[src/rtl/acs_pkg.sv]
// Shared constants and types of the converter sequencer.
package acs_pkg;

	// ==========================================================
	// Register map: indices, byte address is four times the index
	// ==========================================================
	localparam logic [5:0] IDX_PIN_ENABLE = 6'h08;
	localparam logic [5:0] IDX_CONTROL = 6'h09;
	localparam logic [5:0] IDX_RESULT_BYTE = 6'h0B;
	localparam logic [5:0] IDX_RESULT_HIGH = 6'h0C;
	localparam logic [5:0] IDX_RESULT_LOW = 6'h0D;
	localparam logic [5:0] IDX_STATUS = 6'h0E;

	// ==========================================================
	// Control register fields
	// ==========================================================
	localparam int CTL_REF_SRC = 7;
	localparam int CTL_CLK_HI = 6;
	localparam int CTL_CLK_LO = 5;
	localparam int CTL_RUN = 4;
	localparam int CTL_POWER = 3;
	localparam int CTL_CHAN_HI = 2;
	localparam logic [7:0] CONTROL_RESET = 8'h00;
	localparam logic [7:0] PIN_ENABLE_RESET = 8'h00;

	// Status register fields.
	localparam int STS_DONE = 0;
	localparam int STS_WAKE_EN = 1;
	localparam int STS_IRQ_EN = 2;
	localparam int STS_SLEEPING = 3;
	localparam int STS_BUSY = 4;

	// ==========================================================
	// Conversion clock selection
	// ==========================================================
	localparam logic [1:0] CLK_DIV16 = 2'h0;
	localparam logic [1:0] CLK_DIV4 = 2'h1;
	localparam logic [1:0] CLK_DIV64 = 2'h2;
	localparam logic [1:0] CLK_RC = 2'h3;
	localparam int DIV16_CYCLES = 16;
	localparam int DIV4_CYCLES = 4;
	localparam int DIV64_CYCLES = 64;

	// Internal oscillator bit time, longest time rounds down.
	localparam int CLK_PERIOD_NS = 10;
	localparam int RC_BIT_TIME_NS = 71000;
	localparam int RC_BIT_CYCLES_DFLT = RC_BIT_TIME_NS / CLK_PERIOD_NS;

	// ==========================================================
	// Conversion frame
	// ==========================================================
	localparam int RES_W = 12;
	localparam int BIT_PERIODS = 15;
	localparam int SAMPLE_PERIODS = BIT_PERIODS - RES_W;

	// ==========================================================
	// Bus answers
	// ==========================================================
	localparam logic [1:0] RESP_OKAY = 2'h0;
	localparam logic [1:0] RESP_SLVERR = 2'h2;

	typedef struct packed {
		logic power;
		logic ref_enable;
		logic ref_external;
		logic sample;
		logic [2:0] channel;
		logic [RES_W-1:0] trial_code;
	} acs_analog_t;

endpackage

[src/rtl/acs_bit_clock.sv]
// Conversion bit-period tick generator.
`timescale 1ns/100ps
module acs_bit_clock import acs_pkg::*; #(
	parameter int RC_BIT_CYCLES = RC_BIT_CYCLES_DFLT
) (
	input wire logic mclk,
	input wire logic rst,
	input wire logic run,
	input wire logic [1:0] clk_sel,
	output logic tick
);
	// The widest prescale sets the width, so a short internal bit time
	// cannot truncate the divide-by-64 limit.
	localparam int MAX_CYCLES = (RC_BIT_CYCLES > DIV64_CYCLES) ?
		RC_BIT_CYCLES : DIV64_CYCLES;
	localparam int CW = $clog2(MAX_CYCLES + 1);

	logic [CW-1:0] cnt_reg, cnt_next, limit;
	logic tick_reg, tick_next;

	always_comb begin
		case (clk_sel)
		CLK_DIV16: limit = CW'(DIV16_CYCLES - 1);
		CLK_DIV4: limit = CW'(DIV4_CYCLES - 1);
		CLK_DIV64: limit = CW'(DIV64_CYCLES - 1);
		default: limit = CW'(RC_BIT_CYCLES - 1);
		endcase
		cnt_next = cnt_reg;
		tick_next = 1'b0;
		if (!run) begin
			cnt_next = '0;
		end else if (cnt_reg >= limit) begin
			cnt_next = '0;
			tick_next = 1'b1;
		end else begin
			cnt_next = cnt_reg + CW'(1);
		end
	end

	always_ff @(posedge mclk or posedge rst) begin
		if (rst) begin
			cnt_reg <= '0;
			tick_reg <= 1'b0;
		end else begin
			cnt_reg <= cnt_next;
			tick_reg <= tick_next;
		end
	end

	assign tick = tick_reg;
endmodule // acs_bit_clock

[src/rtl/acs_sar_engine.sv]
// Successive-approximation stepping over one fifteen-period frame.
`timescale 1ns/100ps
module acs_sar_engine import acs_pkg::*; (
	input wire logic mclk,
	input wire logic rst,
	input wire logic start,
	input wire logic tick,
	input wire logic comp_in,
	output logic busy,
	output logic sample,
	output logic done,
	output logic [RES_W-1:0] trial,
	output logic [RES_W-1:0] result
);
	typedef enum logic [1:0] {ST_IDLE, ST_SAMPLE, ST_DECIDE} acs_sar_st_t;

	acs_sar_st_t st_reg, st_next;
	logic [3:0] per_reg, per_next;
	logic [RES_W-1:0] mask_reg, mask_next, code_reg, code_next;
	logic done_reg, done_next;

	always_comb begin
		st_next = st_reg;
		per_next = per_reg;
		mask_next = mask_reg;
		code_next = code_reg;
		done_next = 1'b0;
		case (st_reg)
		ST_IDLE: begin
			if (start) begin
				st_next = ST_SAMPLE;
				per_next = '0;
			end
		end
		ST_SAMPLE: begin
			if (tick) begin
				per_next = per_reg + 4'd1;
				if (per_reg == 4'(SAMPLE_PERIODS - 1)) begin
					st_next = ST_DECIDE;
					mask_next = {1'b1, {(RES_W-1){1'b0}}};
					code_next = '0;
				end
			end
		end
		default: begin
			if (tick) begin
				per_next = per_reg + 4'd1;
				// Keep the trial bit when the input is at or above it.
				if (comp_in) begin
					code_next = code_reg | mask_reg;
				end
				mask_next = mask_reg >> 1;
				if (per_reg == 4'(BIT_PERIODS - 1)) begin
					st_next = ST_IDLE;
					done_next = 1'b1;
				end
			end
		end
		endcase
	end

	always_ff @(posedge mclk or posedge rst) begin
		if (rst) begin
			st_reg <= ST_IDLE;
			per_reg <= '0;
			mask_reg <= '0;
			code_reg <= '0;
			done_reg <= 1'b0;
		end else begin
			st_reg <= st_next;
			per_reg <= per_next;
			mask_reg <= mask_next;
			code_reg <= code_next;
			done_reg <= done_next;
		end
	end

	assign busy = (st_reg != ST_IDLE);
	assign sample = (st_reg == ST_SAMPLE);
	assign done = done_reg;
	assign trial = code_reg | mask_reg;
	assign result = code_reg;
endmodule // acs_sar_engine

[src/rtl/acs_sequencer.sv]
// Converter sequencer top: register slave, sleep handling and conversion.
// Notes on behaviour
// - Divided clock: 15 bit periods per conversion.
// - Fourth clock code: internal oscillator bit time.
// - Sleep halts core, conversion keeps running.
// - Hardware clears run bit at conversion end.
// - Completion loads byte, high and low results.
// - Completion in sleep with wake enabled wakes.
// - Otherwise completion in sleep shuts converter off.
// - Power bit gates converter and reference network.
// - Writing run bit one starts a conversion.
// - Channel change clears results; ignored while done flag set.
// - Non-analog pins stay digital input or output.
// - Completion sets done flag with run clear.
// - Writing run bit zero does nothing.
// - Channel bits writable only when idle, flag low.
// - Clock codes: 16, 4, 64, internal oscillator.
`timescale 1ns/100ps
module acs_sequencer import acs_pkg::*; #(
	parameter int ADDR_W = 8,
	parameter int RC_BIT_CYCLES = RC_BIT_CYCLES_DFLT
) (
	input wire logic mclk,
	input wire logic rst,
	input wire logic [ADDR_W-1:0] s_axi_awaddr,
	input wire logic s_axi_awvalid,
	output logic s_axi_awready,
	input wire logic [31:0] s_axi_wdata,
	input wire logic [3:0] s_axi_wstrb,
	input wire logic s_axi_wvalid,
	output logic s_axi_wready,
	output logic [1:0] s_axi_bresp,
	output logic s_axi_bvalid,
	input wire logic s_axi_bready,
	input wire logic [ADDR_W-1:0] s_axi_araddr,
	input wire logic s_axi_arvalid,
	output logic s_axi_arready,
	output logic [31:0] s_axi_rdata,
	output logic [1:0] s_axi_rresp,
	output logic s_axi_rvalid,
	input wire logic s_axi_rready,
	input wire logic sleep_instruction,
	input wire logic other_wake,
	input wire logic comp_in,
	output logic core_halted,
	output logic wake_pulse,
	output logic conv_irq,
	output logic [7:0] analog_pin_bits,
	output acs_analog_t analog
);
	// ==========================================================
	// Bus slave state
	// ==========================================================
	logic aw_held_reg, aw_held_next, w_held_reg, w_held_next;
	logic [ADDR_W-1:0] awaddr_reg, awaddr_next;
	logic [7:0] wdata_reg, wdata_next;
	logic wlane_reg, wlane_next;
	logic bvalid_reg, bvalid_next, rvalid_reg, rvalid_next;
	logic [1:0] bresp_reg, bresp_next, rresp_reg, rresp_next;
	logic [31:0] rdata_reg, rdata_next;

	// ==========================================================
	// Registers and sequencing state
	// ==========================================================
	logic [7:0] pins_reg, pins_next, ctl_reg, ctl_next;
	logic [RES_W-1:0] res_reg, res_next;
	logic done_reg, done_next, wake_en_reg, wake_en_next;
	logic irq_en_reg, irq_en_next, irq_reg, irq_next;
	logic sleep_reg, sleep_next, shut_reg, shut_next;
	logic wake_reg, wake_next, start_reg, start_next;
	acs_analog_t ana_reg, ana_next;

	logic do_write;
	logic [5:0] w_idx, r_idx;
	logic eng_busy, eng_sample, eng_done, tick;
	logic [RES_W-1:0] eng_trial, eng_result;
	logic [7:0] rd_byte;
	logic rd_hit;

	assign w_idx = awaddr_reg[7:2];
	assign r_idx = s_axi_araddr[7:2];
	assign do_write = aw_held_reg && w_held_reg && !bvalid_reg;

	acs_bit_clock #(
		.RC_BIT_CYCLES(RC_BIT_CYCLES)
	) u_bit_clock (
		.mclk(mclk),
		.rst(rst),
		.run(eng_busy),
		.clk_sel(ctl_reg[CTL_CLK_HI:CTL_CLK_LO]),
		.tick(tick)
	);

	acs_sar_engine u_engine (
		.mclk(mclk),
		.rst(rst),
		.start(start_reg),
		.tick(tick),
		.comp_in(comp_in),
		.busy(eng_busy),
		.sample(eng_sample),
		.done(eng_done),
		.trial(eng_trial),
		.result(eng_result)
	);

	// ==========================================================
	// Read decode
	// ==========================================================
	always_comb begin
		rd_hit = 1'b1;
		if (r_idx == IDX_PIN_ENABLE) begin
			rd_byte = pins_reg;
		end else if (r_idx == IDX_CONTROL) begin
			rd_byte = ctl_reg;
		end else if (r_idx == IDX_RESULT_BYTE) begin
			rd_byte = res_reg[RES_W-1:RES_W-8];
		end else if (r_idx == IDX_RESULT_HIGH) begin
			rd_byte = {4'h0, res_reg[RES_W-1:8]};
		end else if (r_idx == IDX_RESULT_LOW) begin
			rd_byte = res_reg[7:0];
		end else if (r_idx == IDX_STATUS) begin
			rd_byte = {3'h0, eng_busy, sleep_reg, irq_en_reg,
				wake_en_reg, done_reg};
		end else begin
			rd_byte = 8'h00;
			rd_hit = 1'b0;
		end
	end

	// ==========================================================
	// Bus handshakes
	// ==========================================================
	always_comb begin
		aw_held_next = aw_held_reg;
		w_held_next = w_held_reg;
		awaddr_next = awaddr_reg;
		wdata_next = wdata_reg;
		wlane_next = wlane_reg;
		bvalid_next = bvalid_reg;
		bresp_next = bresp_reg;
		rvalid_next = rvalid_reg;
		rresp_next = rresp_reg;
		rdata_next = rdata_reg;
		if (s_axi_awvalid && !aw_held_reg) begin
			aw_held_next = 1'b1;
			awaddr_next = s_axi_awaddr;
		end
		if (s_axi_wvalid && !w_held_reg) begin
			w_held_next = 1'b1;
			wdata_next = s_axi_wdata[7:0];
			wlane_next = s_axi_wstrb[0];
		end
		if (do_write) begin
			aw_held_next = 1'b0;
			w_held_next = 1'b0;
			bvalid_next = 1'b1;
			bresp_next = (w_idx == IDX_PIN_ENABLE ||
				w_idx == IDX_CONTROL || w_idx == IDX_STATUS ||
				w_idx == IDX_RESULT_BYTE || w_idx == IDX_RESULT_HIGH ||
				w_idx == IDX_RESULT_LOW) ? RESP_OKAY : RESP_SLVERR;
		end else if (bvalid_reg && s_axi_bready) begin
			bvalid_next = 1'b0;
		end
		if (s_axi_arvalid && !rvalid_reg) begin
			rvalid_next = 1'b1;
			rdata_next = {24'h000000, rd_byte};
			rresp_next = rd_hit ? RESP_OKAY : RESP_SLVERR;
		end else if (rvalid_reg && s_axi_rready) begin
			rvalid_next = 1'b0;
		end
	end

	// ==========================================================
	// Register writes and conversion sequencing
	// ==========================================================
	always_comb begin
		pins_next = pins_reg;
		ctl_next = ctl_reg;
		res_next = res_reg;
		done_next = done_reg;
		wake_en_next = wake_en_reg;
		irq_en_next = irq_en_reg;
		sleep_next = sleep_reg;
		shut_next = shut_reg;
		wake_next = 1'b0;
		start_next = 1'b0;
		if (do_write && wlane_reg) begin
			if (w_idx == IDX_PIN_ENABLE) begin
				pins_next = wdata_reg;
			end else if (w_idx == IDX_CONTROL) begin
				ctl_next[CTL_REF_SRC:CTL_CLK_LO] =
					wdata_reg[CTL_REF_SRC:CTL_CLK_LO];
				ctl_next[CTL_POWER] = wdata_reg[CTL_POWER];
				// Run only rises from software; a zero is ignored.
				if (wdata_reg[CTL_RUN] && !ctl_reg[CTL_RUN]) begin
					ctl_next[CTL_RUN] = 1'b1;
					start_next = 1'b1;
				end
				if (!done_reg && !ctl_reg[CTL_RUN]) begin
					ctl_next[CTL_CHAN_HI:0] = wdata_reg[CTL_CHAN_HI:0];
					if (wdata_reg[CTL_CHAN_HI:0] !=
						ctl_reg[CTL_CHAN_HI:0]) begin
						res_next = '0;
					end
				end
			end else if (w_idx == IDX_STATUS) begin
				// Done flag is write-one-to-clear.
				if (wdata_reg[STS_DONE]) begin
					done_next = 1'b0;
				end
				wake_en_next = wdata_reg[STS_WAKE_EN];
				irq_en_next = wdata_reg[STS_IRQ_EN];
			end
		end
		if (sleep_instruction) begin
			sleep_next = 1'b1;
		end
		if (sleep_reg && other_wake) begin
			sleep_next = 1'b0;
			wake_next = 1'b1;
		end
		// Completion placed last so it wins over a same-cycle clear.
		if (eng_done) begin
			res_next = eng_result;
			ctl_next[CTL_RUN] = 1'b0;
			done_next = 1'b1;
			if (sleep_reg && wake_en_reg) begin
				sleep_next = 1'b0;
				wake_next = 1'b1;
			end else if (sleep_reg) begin
				shut_next = 1'b1;
			end
		end
		if (!sleep_next) begin
			shut_next = 1'b0;
		end
	end

	// Analog side is registered so every pin comes from a flop.
	always_comb begin
		ana_next.power = ctl_reg[CTL_POWER] && !shut_reg;
		ana_next.ref_enable = ctl_reg[CTL_POWER] && !shut_reg;
		ana_next.ref_external = ctl_reg[CTL_REF_SRC];
		ana_next.sample = eng_sample;
		ana_next.channel = ctl_reg[CTL_CHAN_HI:0];
		ana_next.trial_code = eng_trial;
		irq_next = done_reg && irq_en_reg;
	end

	always_ff @(posedge mclk or posedge rst) begin
		if (rst) begin
			aw_held_reg <= 1'b0;
			w_held_reg <= 1'b0;
			awaddr_reg <= '0;
			wdata_reg <= 8'h00;
			wlane_reg <= 1'b0;
			bvalid_reg <= 1'b0;
			bresp_reg <= RESP_OKAY;
			rvalid_reg <= 1'b0;
			rresp_reg <= RESP_OKAY;
			rdata_reg <= 32'h00000000;
			pins_reg <= PIN_ENABLE_RESET;
			ctl_reg <= CONTROL_RESET;
			res_reg <= '0;
			done_reg <= 1'b0;
			wake_en_reg <= 1'b0;
			irq_en_reg <= 1'b0;
			irq_reg <= 1'b0;
			sleep_reg <= 1'b0;
			shut_reg <= 1'b0;
			wake_reg <= 1'b0;
			start_reg <= 1'b0;
			ana_reg <= '0;
		end else begin
			aw_held_reg <= aw_held_next;
			w_held_reg <= w_held_next;
			awaddr_reg <= awaddr_next;
			wdata_reg <= wdata_next;
			wlane_reg <= wlane_next;
			bvalid_reg <= bvalid_next;
			bresp_reg <= bresp_next;
			rvalid_reg <= rvalid_next;
			rresp_reg <= rresp_next;
			rdata_reg <= rdata_next;
			pins_reg <= pins_next;
			ctl_reg <= ctl_next;
			res_reg <= res_next;
			done_reg <= done_next;
			wake_en_reg <= wake_en_next;
			irq_en_reg <= irq_en_next;
			irq_reg <= irq_next;
			sleep_reg <= sleep_next;
			shut_reg <= shut_next;
			wake_reg <= wake_next;
			start_reg <= start_next;
			ana_reg <= ana_next;
		end
	end

	// Write readies are the holding flags inverted and read ready is rvalid inverted, so all stay flop-driven.
	assign s_axi_awready = !aw_held_reg;
	assign s_axi_wready = !w_held_reg;
	assign s_axi_arready = !rvalid_reg;
	assign s_axi_bvalid = bvalid_reg;
	assign s_axi_bresp = bresp_reg;
	assign s_axi_rvalid = rvalid_reg;
	assign s_axi_rresp = rresp_reg;
	assign s_axi_rdata = rdata_reg;
	assign core_halted = sleep_reg;
	assign wake_pulse = wake_reg;
	assign conv_irq = irq_reg;
	// A zero bit leaves its pin to ordinary digital use.
	assign analog_pin_bits = pins_reg;
	assign analog = ana_reg;
endmodule // acs_sequencer

[config.mk]
export PLATFORM = sky130hd
export DESIGN_NAME = acs_sequencer
export DESIGN_NICKNAME = d
export VERILOG_FILES = /design/src/rtl/acs_pkg.sv /design/src/rtl/acs_bit_clock.sv /design/src/rtl/acs_sar_engine.sv /design/src/rtl/acs_sequencer.sv
export SDC_FILE = /design/constraint.sdc
export NUM_CORES = 1
export LEC_CHECK = 0
export CAP_MARGIN = 30
export CORE_ASPECT_RATIO = 2
export CORE_UTILIZATION = 63
export CTS_CLUSTER_SIZE = 40
export DETAILED_ROUTE_END_ITERATION = 6
export DONT_BUFFER_PORTS = 1
export PLACE_DENSITY = 0.79
export SYNTH_ARGS = -nofsm -noshare
export SYNTH_HDL_FRONTEND = slang
export SYNTH_SLANG_ARGS = --single-unit
[constraint.sdc]
create_clock -name mclk -period 5 [get_ports mclk]
set_input_delay 1 -clock mclk [delete_from_list [all_inputs] [get_ports mclk]]
set_output_delay 1 -clock mclk [all_outputs]
set_load 0.01 [all_outputs]
## Word level (Yosys, flattened, before mapping)

Index checks and enable logic that the tools add are counted.

| storage, ports and cells | value |
|---|---|
| register bits after elaboration | 132 |
| output and inout port bits | 71 |
| word-level logic and storage cells | 205 |

| operators by class | value |
|---|---|
| add/subtract/negate cells | 2 |
| $lt $le $gt $ge | 1 |
| equality and inequality tests | 26 |
| multiplexer cells | 81 |
| bitwise gates (word level) | 4 |
| reduce and logical (&&, ||, !) cells | 56 |

Operators by type and width:

| operator | number |
|---|---|
| $mux 12 | 13 |
| $eq 6x4->1 const B | 12 |
| $pmux 12 s2 | 2 |
| $mux 1 | 42 |
| $mux 8 | 5 |
| $pmux 13 s3 | 1 |
| $reduce_bool 2->1 | 14 |
| $mux 13 | 2 |
| $mux 5 | 4 |
| $reduce_and 4->1 | 4 |
| $reduce_and 5->1 | 3 |
| $logic_and 1x1->1 | 14 |
| $mux 2 | 7 |
| $add 13x1->13 const B | 1 |
| $ge 13x13->1 | 1 |
| $mux 4 | 3 |
| $or 12x12->12 | 1 |
| $ne 2x1->1 const B | 5 |
| $reduce_and 3->1 | 3 |
| $logic_not 1->1 | 7 |
| $ne 2x2->1 const B | 3 |
| $logic_or 1x1->1 | 5 |
| $add 4x1->4 const B | 1 |
| $eq 2x1->1 const B | 2 |
| other kinds (11) | 15 |

## Depth between registers and ports, before layout

Gate-level depths: netlist (run 1).

| depth | value |
|---|---|
| word-level depth | 8 |
| mapped depth | 7 |

## By module

A second synthesis (run 1) with hierarchy kept.

| second synthesis, totals | value |
|---|---|
| cell total of the unflattened synthesis | 508 |
| area, all modules | 5947.0 µm² |

By module, submodules not included:

| module | instances | cells an instance | area an instance (µm²) |
|---|---|---|---|
| acs_sequencer | 1 | 304 | 3716.1 |
| acs_sar_engine | 1 | 112 | 1341.3 |
| acs_bit_clock | 1 | 92 | 889.6 |

## Worst setup path after synthesis (run 1)

OpenSTA, ideal clock, no wires.

| timing | value |
|---|---|
| kind | input to register |
| start | in s_axi_araddr[4] |
| end | reg rdata_reg[6], in the netlist s_axi_rdata[6] |
| library setup time | 133 ps |
| data arrival time | 1966 ps |
| path slack | 2901 ps |
| stages | 5 |
| path buffers | 1 |
| path through | buf_1 -> mux2_2 -> a22o_1 -> a22oi_1 -> o21ai_0 |

| on the way | value |
|---|---|
| word-level cells in the longest chain between the ends | 6 |
| elaborated cells on any way between the ends | 10 |
| those cells by class | eq/ne: 5; mux: 5 |

RTL lines:

| item | RTL line | source |
|---|---|---|
| start, declared | acs_sequencer.sv:35 | `input wire logic [ADDR_W-1:0] s_axi_araddr,` |
| $eq 6x4->1 | acs_sequencer.sv:120 | `end else if (r_idx == IDX_RESULT_LOW) begin` |
| $mux 8 | acs_sequencer.sv:120 |  |
| $mux 8 | acs_sequencer.sv:118 | `end else if (r_idx == IDX_RESULT_HIGH) begin` |
| $mux 8 | acs_sequencer.sv:116 | `end else if (r_idx == IDX_RESULT_BYTE) begin` |
| $mux 8 | acs_sequencer.sv:114 | `end else if (r_idx == IDX_CONTROL) begin` |
| $mux 8 * | acs_sequencer.sv:112 | `if (r_idx == IDX_PIN_ENABLE) begin` |
| end signal, assigned | acs_sequencer.sv:285 | `rdata_reg <= rdata_next;` |
| end, declared | acs_sequencer.sv:60 | `logic [31:0] rdata_reg, rdata_next;` |

Every way passes the cells marked *; elsewhere a longest branch is shown, timed or not.
A chain may end at the register's enable or synchronous reset.

## Final worst setup path (run 1)

| timing | value |
|---|---|
| start | reg awaddr_reg[7] |
| end | reg res_reg[4] |

| on the way | value |
|---|---|
| word-level cells in the longest chain between the ends | 3 |
| elaborated cells on any way between the ends | 5 |
| those cells by class | eq/ne: 3; reduce/logical: 2 |

RTL lines:

| item | RTL line | source |
|---|---|---|
| start, declared | acs_sequencer.sv:55 | `logic [ADDR_W-1:0] awaddr_reg, awaddr_next;` |
| start signal, assigned | acs_sequencer.sv:278 | `awaddr_reg <= awaddr_next;` |
| $eq 6x4->1 (on tied branches) | acs_sequencer.sv:189, acs_sequencer.sv:191 |  |
| $ne 2x1->1 (no line) / $reduce_bool 2->1 (equally long branches) | n/a |  |
| $reduce_and 5->1 (no line) * | n/a |  |
| end signal, assigned | acs_sequencer.sv:288 | `res_reg <= res_next;` |
| end, declared | acs_sequencer.sv:66 | `logic [RES_W-1:0] res_reg, res_next;` |

Marks and branches as above.

==> implementation parameters, run 1 <==
Parameter                              Value

Setup path
  Slowest library cell on the worst path ... sky130_fd_sc_hd__nor4_2
  Startpoint of the most critical setup path ... awaddr_reg[7]$_DFFE_PP0P_
  Start of the worst register-to-register path ... awaddr_reg[7]$_DFFE_PP0P_
  Worst reg2reg endpoint ... res_reg[4]$_DFFE_PP0P_
  Cell class contributing the biggest share of worst-path delay ... simple AND/OR/NAND/NOR gates
  Max FO, Critical Path ... 12
  Worst setup path category ... reg -> reg
  Worst Setup Start Kind ... register
  Series of cell instances along the critical path ... or3b_4 > or3b_1 > nor4_2 > o21ai_0
  Required time of the worst setup path ... 5.23 ns
  Cell count of the worst reg-to-reg path ... 4
  Arrival time worst endpoint ... 2.92 ns
  Crit. End Element ... register
  Worst setup slack for register-to-register paths ... 2.32 ns
  Worst stage delay on the critical path ... 0.88 ns
  Buffer and inverter count on the worst path ... 0

Placed design
  Post-Place Cells ... 609
  Buffers on Ports ... 0
  Half-perimeter wire length after placement ... 8490 um
  RePlAce Congestion ... 0.858

Hold path
  Worst Min Path Start ... ctl_reg[7]$_DFFE_PP0P_
  Hold WC Path Type ... reg -> reg
  Number of cells on the worst hold path ... 0
  Endpoint with the worst hold slack ... analog[16]$_DFF_PP0_

Drt
  Iteration-0 DRC count of the detailed router ... 207
  Detail-routed net length per standard cell ... 18.4 um
  ANT nets after route ... 0
  Number of optimization iterations in the first detailed-route pass ... 4
  Drt via density ... 6.03
  Via total after detailed routing ... 3,864
  Remaining routing DRC violations ... 0
  Aggregate routed wire length ... 11,800 um

Power and ir drop
  Portion of total power attributed to combinational logic ... 12.5%
  Net switching power ... 852 uW
  Share of power burned in registers ... 46.7%
  Cell Int Power ... 2.20 mW
  Leakage power ... 2.92 nW
  IR Drop Worst-Case VDD ... 0.303 mV
  Clock power share ... 40.8%
  Total power divided by cell area ... 475 nW/um2
  Switching share of power ... 28.0%

Synthesis
  Area share of the leading cell type in the synthesized netlist ... 54.6%
  Compound-cell area share of the yosys netlist ... 13.5%
  Average cell area after synthesis ... 11.1 um2
  Cell variety after synth ... 59
  Count of flip-flops with a built-in enable after synthesis ... 0
  Post-synthesis instance area ... 5870 um2
  Async SR Flop Fraction ... 100%
  Simple-gate area share of the yosys netlist ... 13.8%
  Adder-cell share of the synthesized area ... 2.13%
  Largest family of logic cells by synthesized area ... simple AND/OR/NAND/NOR gates
  Xor and xnor area share after synthesis ... 2.24%
  Seq/Total Area, Yosys ... 54.6%
  Leading area contributor after synthesis ... sky130_fd_sc_hd__dfrtp_1
  Number of standard cells after synthesis ... 529
  Flip-flop and latch count after synthesis ... 128
  Most area-consuming cells after synthesis ... sky130_fd_sc_hd__dfrtp_1 (55%), sky130_fd_sc_hd__mux2_2 (6.1%), sky130_fd_sc_hd__buf_4 (3.5%), sky130_fd_sc_hd__nand2_1 (3.5%), sky130_fd_sc_hd__o21ai_0 (2.6%)
  Most used DFF post-synth ... sky130_fd_sc_hd__dfrtp_1
  Ys Warns ... 0
  Portion of netlist area occupied by mux cells ... 7.76%

Clocking
  CTS tree ... built
  Worst skew pair latency ... 0.42 ns
  Clock tree sinks ... 128
  Buffer depth of the longest clock path ... 2
  Number of buffers inserted for hold repair after clock tree synthesis ... 0
  Number of buffers added by the clock tree synthesis step ... 17
  Buffers inserted during post-CTS setup optimization ... 0
  H-tree levels ... 4
  CTS clk-pin slew, worst paths ... 0.06 ns
  # resized after CTS ... 0
  Clock tree root buffer cell ... sky130_fd_sc_hd__clkbuf_16

STA
  Total Negative Setup Slacks ... 0 ns
  Relative slew margins ... 30.4%
  Final count of negative-setup-slack endpoints ... 0
  Final worst clock skew ... 0.00894 ns
  Max Freq ... 372 MHz
  Min Tclk post-route ... 2.68 ns
  Hold Violations, Final ... 0
  Tcrit/Tclk final ... 53.7%
  Final Max Tran Viols ... 0
  RSZ-0062 raised after global routing ... no
  Worst-margin pin slew ... 1.04 ns

Layout
  FILL cells ... 627
  Layout cell share with drive strength beyond 1 ... 16.5%
  Non-filler cells, final ... 641
  Post-layout net count ... 598
  Synthesis-to-finish area growth ... 9.42%
  Most common library cell in the layout ignoring fill and taps ... sky130_fd_sc_hd__dfrtp_1
  Diodes inserted ... 0
  Top library cells by usage in the layout, fill and taps aside ... sky130_fd_sc_hd__dfrtp_1 (128), sky130_fd_sc_hd__nand2_1 (54), sky130_fd_sc_hd__mux2_2 (32), sky130_fd_sc_hd__o21ai_0 (30), sky130_fd_sc_hd__conb_1 (26)
  Number of flip-flops in the largest register ... 18

Flow run
  Max cap viols ... 0

Floorplanning
  Initial Utilization ... 65.1%
  Cell row count ... 49
  DIE AREA ... 9730 um2
  Ports placed on the boundary ... 133
  Die Y ... 138 um
  Area of the placeable core ... 9010 um2
  Chip Width ... 70.2 um

Status
  Outcome ... finished clean

Global routing
  GRT overflow ... 0
  Pin count of the biggest net entering global routing ... 66
  Global-route wire length before repair ... 19,700 um
  GRT Resource Usage Total ... 26.5%
  Vias in the first global route ... 3,956
  Number of antenna violations at the first check in global routing ... 0
==> power by group through the flow <==
stage / combinational (mW) / clock [mW] / sequential [mW]
floorplan: 0.358 / 0 / 1.36
global placement: 0.369 / 0 / 1.43
detailed placement: 0.382 / 0 / 1.44
CTS: 0.385 / 1.26 / 1.42
global route: 0.426 / 1.31 / 1.45
finish: 0.381 / 1.24 / 1.42
==> worst register-to-register path: cells and delay by family (launching register included) <==
family / cells / cell delay [ns]
flops: 1 / 0.38
simple gates: 3 / 1.85
compound gates: 1 / 0.29
==> per-layer routing <==
layer	GRT usage (%)	share of wire, %
met5	0	0
met4	14.2	4.2
met3	8.75	5.1
met2	45.0	55
met1	28.5	36
==> kinds of logic after synthesis <==
logic type | count (synthesis)
compound gates | 119
xor+xnor | 15
fa+ha+maj | 10
buf+inv | 64
flops | 128
mux | 40
other cells | 1
simple gates | 152
==> final cells by class <==
cell class	count	area, um2	area share, %
multi-input cells	362	2410	37.5
clock inverters	14	165	2.57
repair buffers	3	22.5	0.351
inverters	14	55.1	0.857
well taps	102	128	1.99
flip-flops and latches	128	3200	49.9
clock buffers	18	439	6.84
==> synth_stat cells (4+ instances only) <==
library cell / count
sky130_fd_sc_hd__nand2_1: 54
sky130_fd_sc_hd__nor2b_1: 8
sky130_fd_sc_hd__mux2i_1: 5
sky130_fd_sc_hd__inv_1: 14
sky130_fd_sc_hd__o31ai_1: 5
sky130_fd_sc_hd__buf_4: 27
sky130_fd_sc_hd__nor3_1: 7
sky130_fd_sc_hd__a211oi_1: 5
sky130_fd_sc_hd__dfrtp_1: 128
sky130_fd_sc_hd__nor3b_1: 6
sky130_fd_sc_hd__clkbuf_1: 16
sky130_fd_sc_hd__or2_2: 13
sky130_fd_sc_hd__ha_1: 10
sky130_fd_sc_hd__o21ai_0: 30
sky130_fd_sc_hd__a21oi_1: 25
sky130_fd_sc_hd__a22oi_1: 4
sky130_fd_sc_hd__nand2b_1: 15
sky130_fd_sc_hd__xor2_1: 4
sky130_fd_sc_hd__nor2_1: 18
sky130_fd_sc_hd__nand3_1: 8
sky130_fd_sc_hd__a22o_1: 15
sky130_fd_sc_hd__mux2_2: 32
sky130_fd_sc_hd__xnor2_1: 11
sky130_fd_sc_hd__buf_1: 5
sky130_fd_sc_hd__a21boi_0: 11
==> per-stage QoR <==
| step | worst slack, ns | power, mW | hold WS (ns) | instance area [um2] | util (%) |
|---|---|---|---|---|---|
| final | 2.32 | 3.05 | 0.454 | 6420 | 71.2 |
| after global routing | 2.14 | 3.18 | 0.464 | 6420 | 71.2 |
| after CTS | 2.30 | 3.07 | 0.450 | 6420 | 71.2 |
| after detailed placement | 2.39 | 1.82 | 0.426 | 5820 | 64.5 |
| after global placement | 2.47 | 1.80 | 0.420 | 5820 | 64.5 |
| after floorplan | 0.587 | 1.72 | 0.365 | 5960 | - |
==> worst max path at each step <==
stage                                            end  slack, ns  depth (start not counted)
finish                        res_reg[4]$_DFFE_PP0P_       2.32                          4
global route        u_bit_clock.cnt_reg[1]$_DFF_PP0_       2.14                          6
floorplan                        analog[0]$_DFF_PP0_       0.59                          1
global placement              res_reg[3]$_DFFE_PP0P_       2.47                          4
CTS                           res_reg[4]$_DFFE_PP0P_       2.30                          4
detailed placement            res_reg[4]$_DFFE_PP0P_       2.39                          4
No activity file was read; power rests on OpenSTA's default activity.
==> inputs of run 2 (changes only) <==
- clock period: 5 -> 2.5 ns (I/O delays scaled with it)
==> run 2 against run 1 <==
Flip-flop and latch count did not move. Die area is the same. Fmax increased by 23%. Via count grew 1.4%. Setup slack worse by 2.0 ns. Routed wire length grew 6.1%. Design area grew 3.0%. Global-route usage rose by 1.4 points. Sequential share of layout area down 1.4 points. Cell count increased by 1.2%.
==> implementation parameters, run 2 (same netlist as run 1, synthesis figures left out) <==
Parameter                              Value

Status
  Outcome ... finished clean

Clocking
  CTS tree ... built
  Buffer depth of the longest clock path ... 2 (unchanged)
  Clock tree root buffer cell ... sky130_fd_sc_hd__clkbuf_16
  Worst skew pair latency ... 0.41 ns (about the same)
  Clock tree sinks ... 128 (unchanged)
  Number of buffers inserted for hold repair after clock tree synthesis ... 0 (unchanged)
  CTS clk-pin slew, worst paths ... 0.05 ns (about the same)
  H-tree levels ... 4 (unchanged)
  # resized after CTS ... 0 (unchanged)
  Number of buffers added by the clock tree synthesis step ... 17 (unchanged)
  Buffers inserted during post-CTS setup optimization ... 0 (unchanged)

Setup path
  Required time of the worst setup path ... 2.82 ns (-2.41 ns)
  Slowest library cell on the worst path ... sky130_fd_sc_hd__a211oi_1
  Buffer and inverter count on the worst path ... 1 (+1)
  Worst stage delay on the critical path ... 0.45 ns (-0.43 ns)
  Max FO, Critical Path ... 13 (+1)
  Crit. End Element ... register
  Cell class contributing the biggest share of worst-path delay ... compound AO/OA/AOI/OAI gates
  Worst Setup Start Kind ... register
  Arrival time worst endpoint ... 2.50 ns (-0.42 ns)
  Worst setup path category ... reg -> reg
  Series of cell instances along the critical path ... nand2_1 > ha_1 > o211a_1 > a211oi_1 > o2111ai_1 > buf_4 > a22oi_1

Flow run
  Max cap viols ... 0 (unchanged)

Global routing
  GRT overflow ... 0 (unchanged)
  Vias in the first global route ... 4,172 (+5.5%)
  Global-route wire length before repair ... 20,900 um (+6.2%)
  Number of antenna violations at the first check in global routing ... 0 (unchanged)
  Pin count of the biggest net entering global routing ... 57 (-14%)
  GRT Resource Usage Total ... 27.9% (+1.4 points)

Drt
  Number of optimization iterations in the first detailed-route pass ... 4 (unchanged)
  Drt via density ... 6.04 (+0.17%)
  Detail-routed net length per standard cell ... 19.3 um (+4.8%)
  Iteration-0 DRC count of the detailed router ... 192 (-7.2%)
  ANT nets after route ... 0 (unchanged)
  Remaining routing DRC violations ... 0 (unchanged)
  Via total after detailed routing ... 3,919 (+1.4%)
  Aggregate routed wire length ... 12,500 um (+6.1%)

Floorplanning
  Area of the placeable core ... 9010 um2 (unchanged)
  Ports placed on the boundary ... 133 (unchanged)
  Chip Width ... 70.2 um (unchanged)
  Cell row count ... 49 (unchanged)
  DIE AREA ... 9730 um2 (unchanged)
  Initial Utilization ... 65.1% (unchanged)
  Die Y ... 138 um (unchanged)

Power and ir drop
  Leakage power ... 3.02 nW (+3.5%)
  IR Drop Worst-Case VDD ... 0.654 mV (+120%)
  Total power divided by cell area ... 995 nW/um2 (+110%)

Layout
  Number of flip-flops in the largest register ... 18 (unchanged)
  Synthesis-to-finish area growth ... 12.7%
  Area taken by multi-input logic gates ... 2410 um2 (unchanged)
  Most common library cell in the layout ignoring fill and taps ... sky130_fd_sc_hd__dfrtp_1
  Diodes inserted ... 0 (unchanged)
  Sequential cell area ... 3200 um2 (unchanged)
  Post-layout net count ... 606 (+1.3%)
  FILL cells ... 577 (-8.0%)
  Layout cell share with drive strength beyond 1 ... 17.7% (+1.2 points)
  Top library cells by usage in the layout, fill and taps aside ... sky130_fd_sc_hd__dfrtp_1 (128), sky130_fd_sc_hd__nand2_1 (54), sky130_fd_sc_hd__mux2_2 (32), sky130_fd_sc_hd__o21ai_0 (30), sky130_fd_sc_hd__conb_1 (26)

STA
  Tcrit/Tclk final ... 87.2% (+33 points)
  Final Max Tran Viols ... 0 (unchanged)
  Min Tclk post-route ... 2.18 ns (-0.505 ns)
  Total Negative Setup Slacks ... 0 ns (unchanged)
  Relative slew margins ... 32.8% (+2.4 points)
  Hold Violations, Final ... 0 (unchanged)
  RSZ-0062 raised after global routing ... no
  Final worst clock skew ... 0.00711 ns (-0.00183 ns)
  Worst-margin pin slew ... 1.00 ns (-0.0360 ns)
  Final count of negative-setup-slack endpoints ... 0 (unchanged)
  Post-Route Hold Slack ... 0.0184 ns (-0.436 ns)
  Max Freq ... 459 MHz (+23%)

Placed design
  Half-perimeter wire length after placement ... 8520 um (+0.39%)
  Buffers on Ports ... 0 (unchanged)
  RePlAce Congestion ... 0.854 (-0.49%)

Hold path
  Hold WC Path Type ... in -> async
[run 2: cell types whose count changed in the layout (fill, tap and decap cells not counted), sizes merged]
cell,previous run,this run
clkinv,5,3
clkinvlp,5,3
inv,15,14
buf,3,11
bufinv,3,7
clkbuf,18,19
[run 2: path summary, 6_finish.rpt]
| path | start | endpoint | slack (ns) | depth (start not counted) |
|---|---|---|---|---|
| max reg2reg | ctl_reg[6]$_DFFE_PP0P_ | u_bit_clock.cnt_reg[12]$_DFF_PP0_ | 0.32 | 7 |
| min reg2reg | ctl_reg[7]$_DFFE_PP0P_ | analog[16]$_DFF_PP0_ | 0.43 | 0 |
| min in group mclk | s_axi_bready | s_axi_bvalid$_DFFE_PP0P_ | 0.20 | 1 |
| max in group asynchronous | rst | analog_pin_bits[6]$_DFFE_PP0P_ | 1.83 | 2 |
| max | ctl_reg[6]$_DFFE_PP0P_ | u_bit_clock.cnt_reg[12]$_DFF_PP0_ | 0.32 | 7 |
| min | rst | u_engine.result[0]$_DFFE_PP0P_ | 0.02 | 1 |
[run 2: power by group]
part	switching, mW	internal, mW
registers	0.417	2.41
logic	0.409	0.431
clock network	0.885	2.03
[run 2: area by class of cell]
cell class / instances / share of cell area [%]
clock buffer: 19 / 6.85
clock inverter: 13 / 3.88
inverter: 14 / 0.851
multi-input combinational: 362 / 36.4
sequential: 128 / 48.4
tap: 102 / 1.93
timing repair buffer: 11 / 1.63
[run 2: per-layer routing]
layer / global-route usage, % / part of all wire [%] / up-vias
met5: 0 / 0 / -
met4: 14.6 / 4.3 / 0
met3: 7.22 / 4.3 / 37
met2: 50.1 / 57 / 120
met1: 28.8 / 35 / 1940
li1: - / - / 1822
[run 2: through the flow]
stage	std cells	setup slack [ns]	util [%]	power [mW]	cell area, um2
2_1_floorplan	554	0.419	-	3.44	5970
3_3_place_gp	617	0.356	65.5	3.63	5900
3_5_place_dp	617	0.329	65.5	3.68	5900
4_1_cts	649	0.310	73.4	6.61	6610
5_1_grt	649	0.128	73.4	6.84	6610
6_report	649	0.320	73.4	6.58	6610
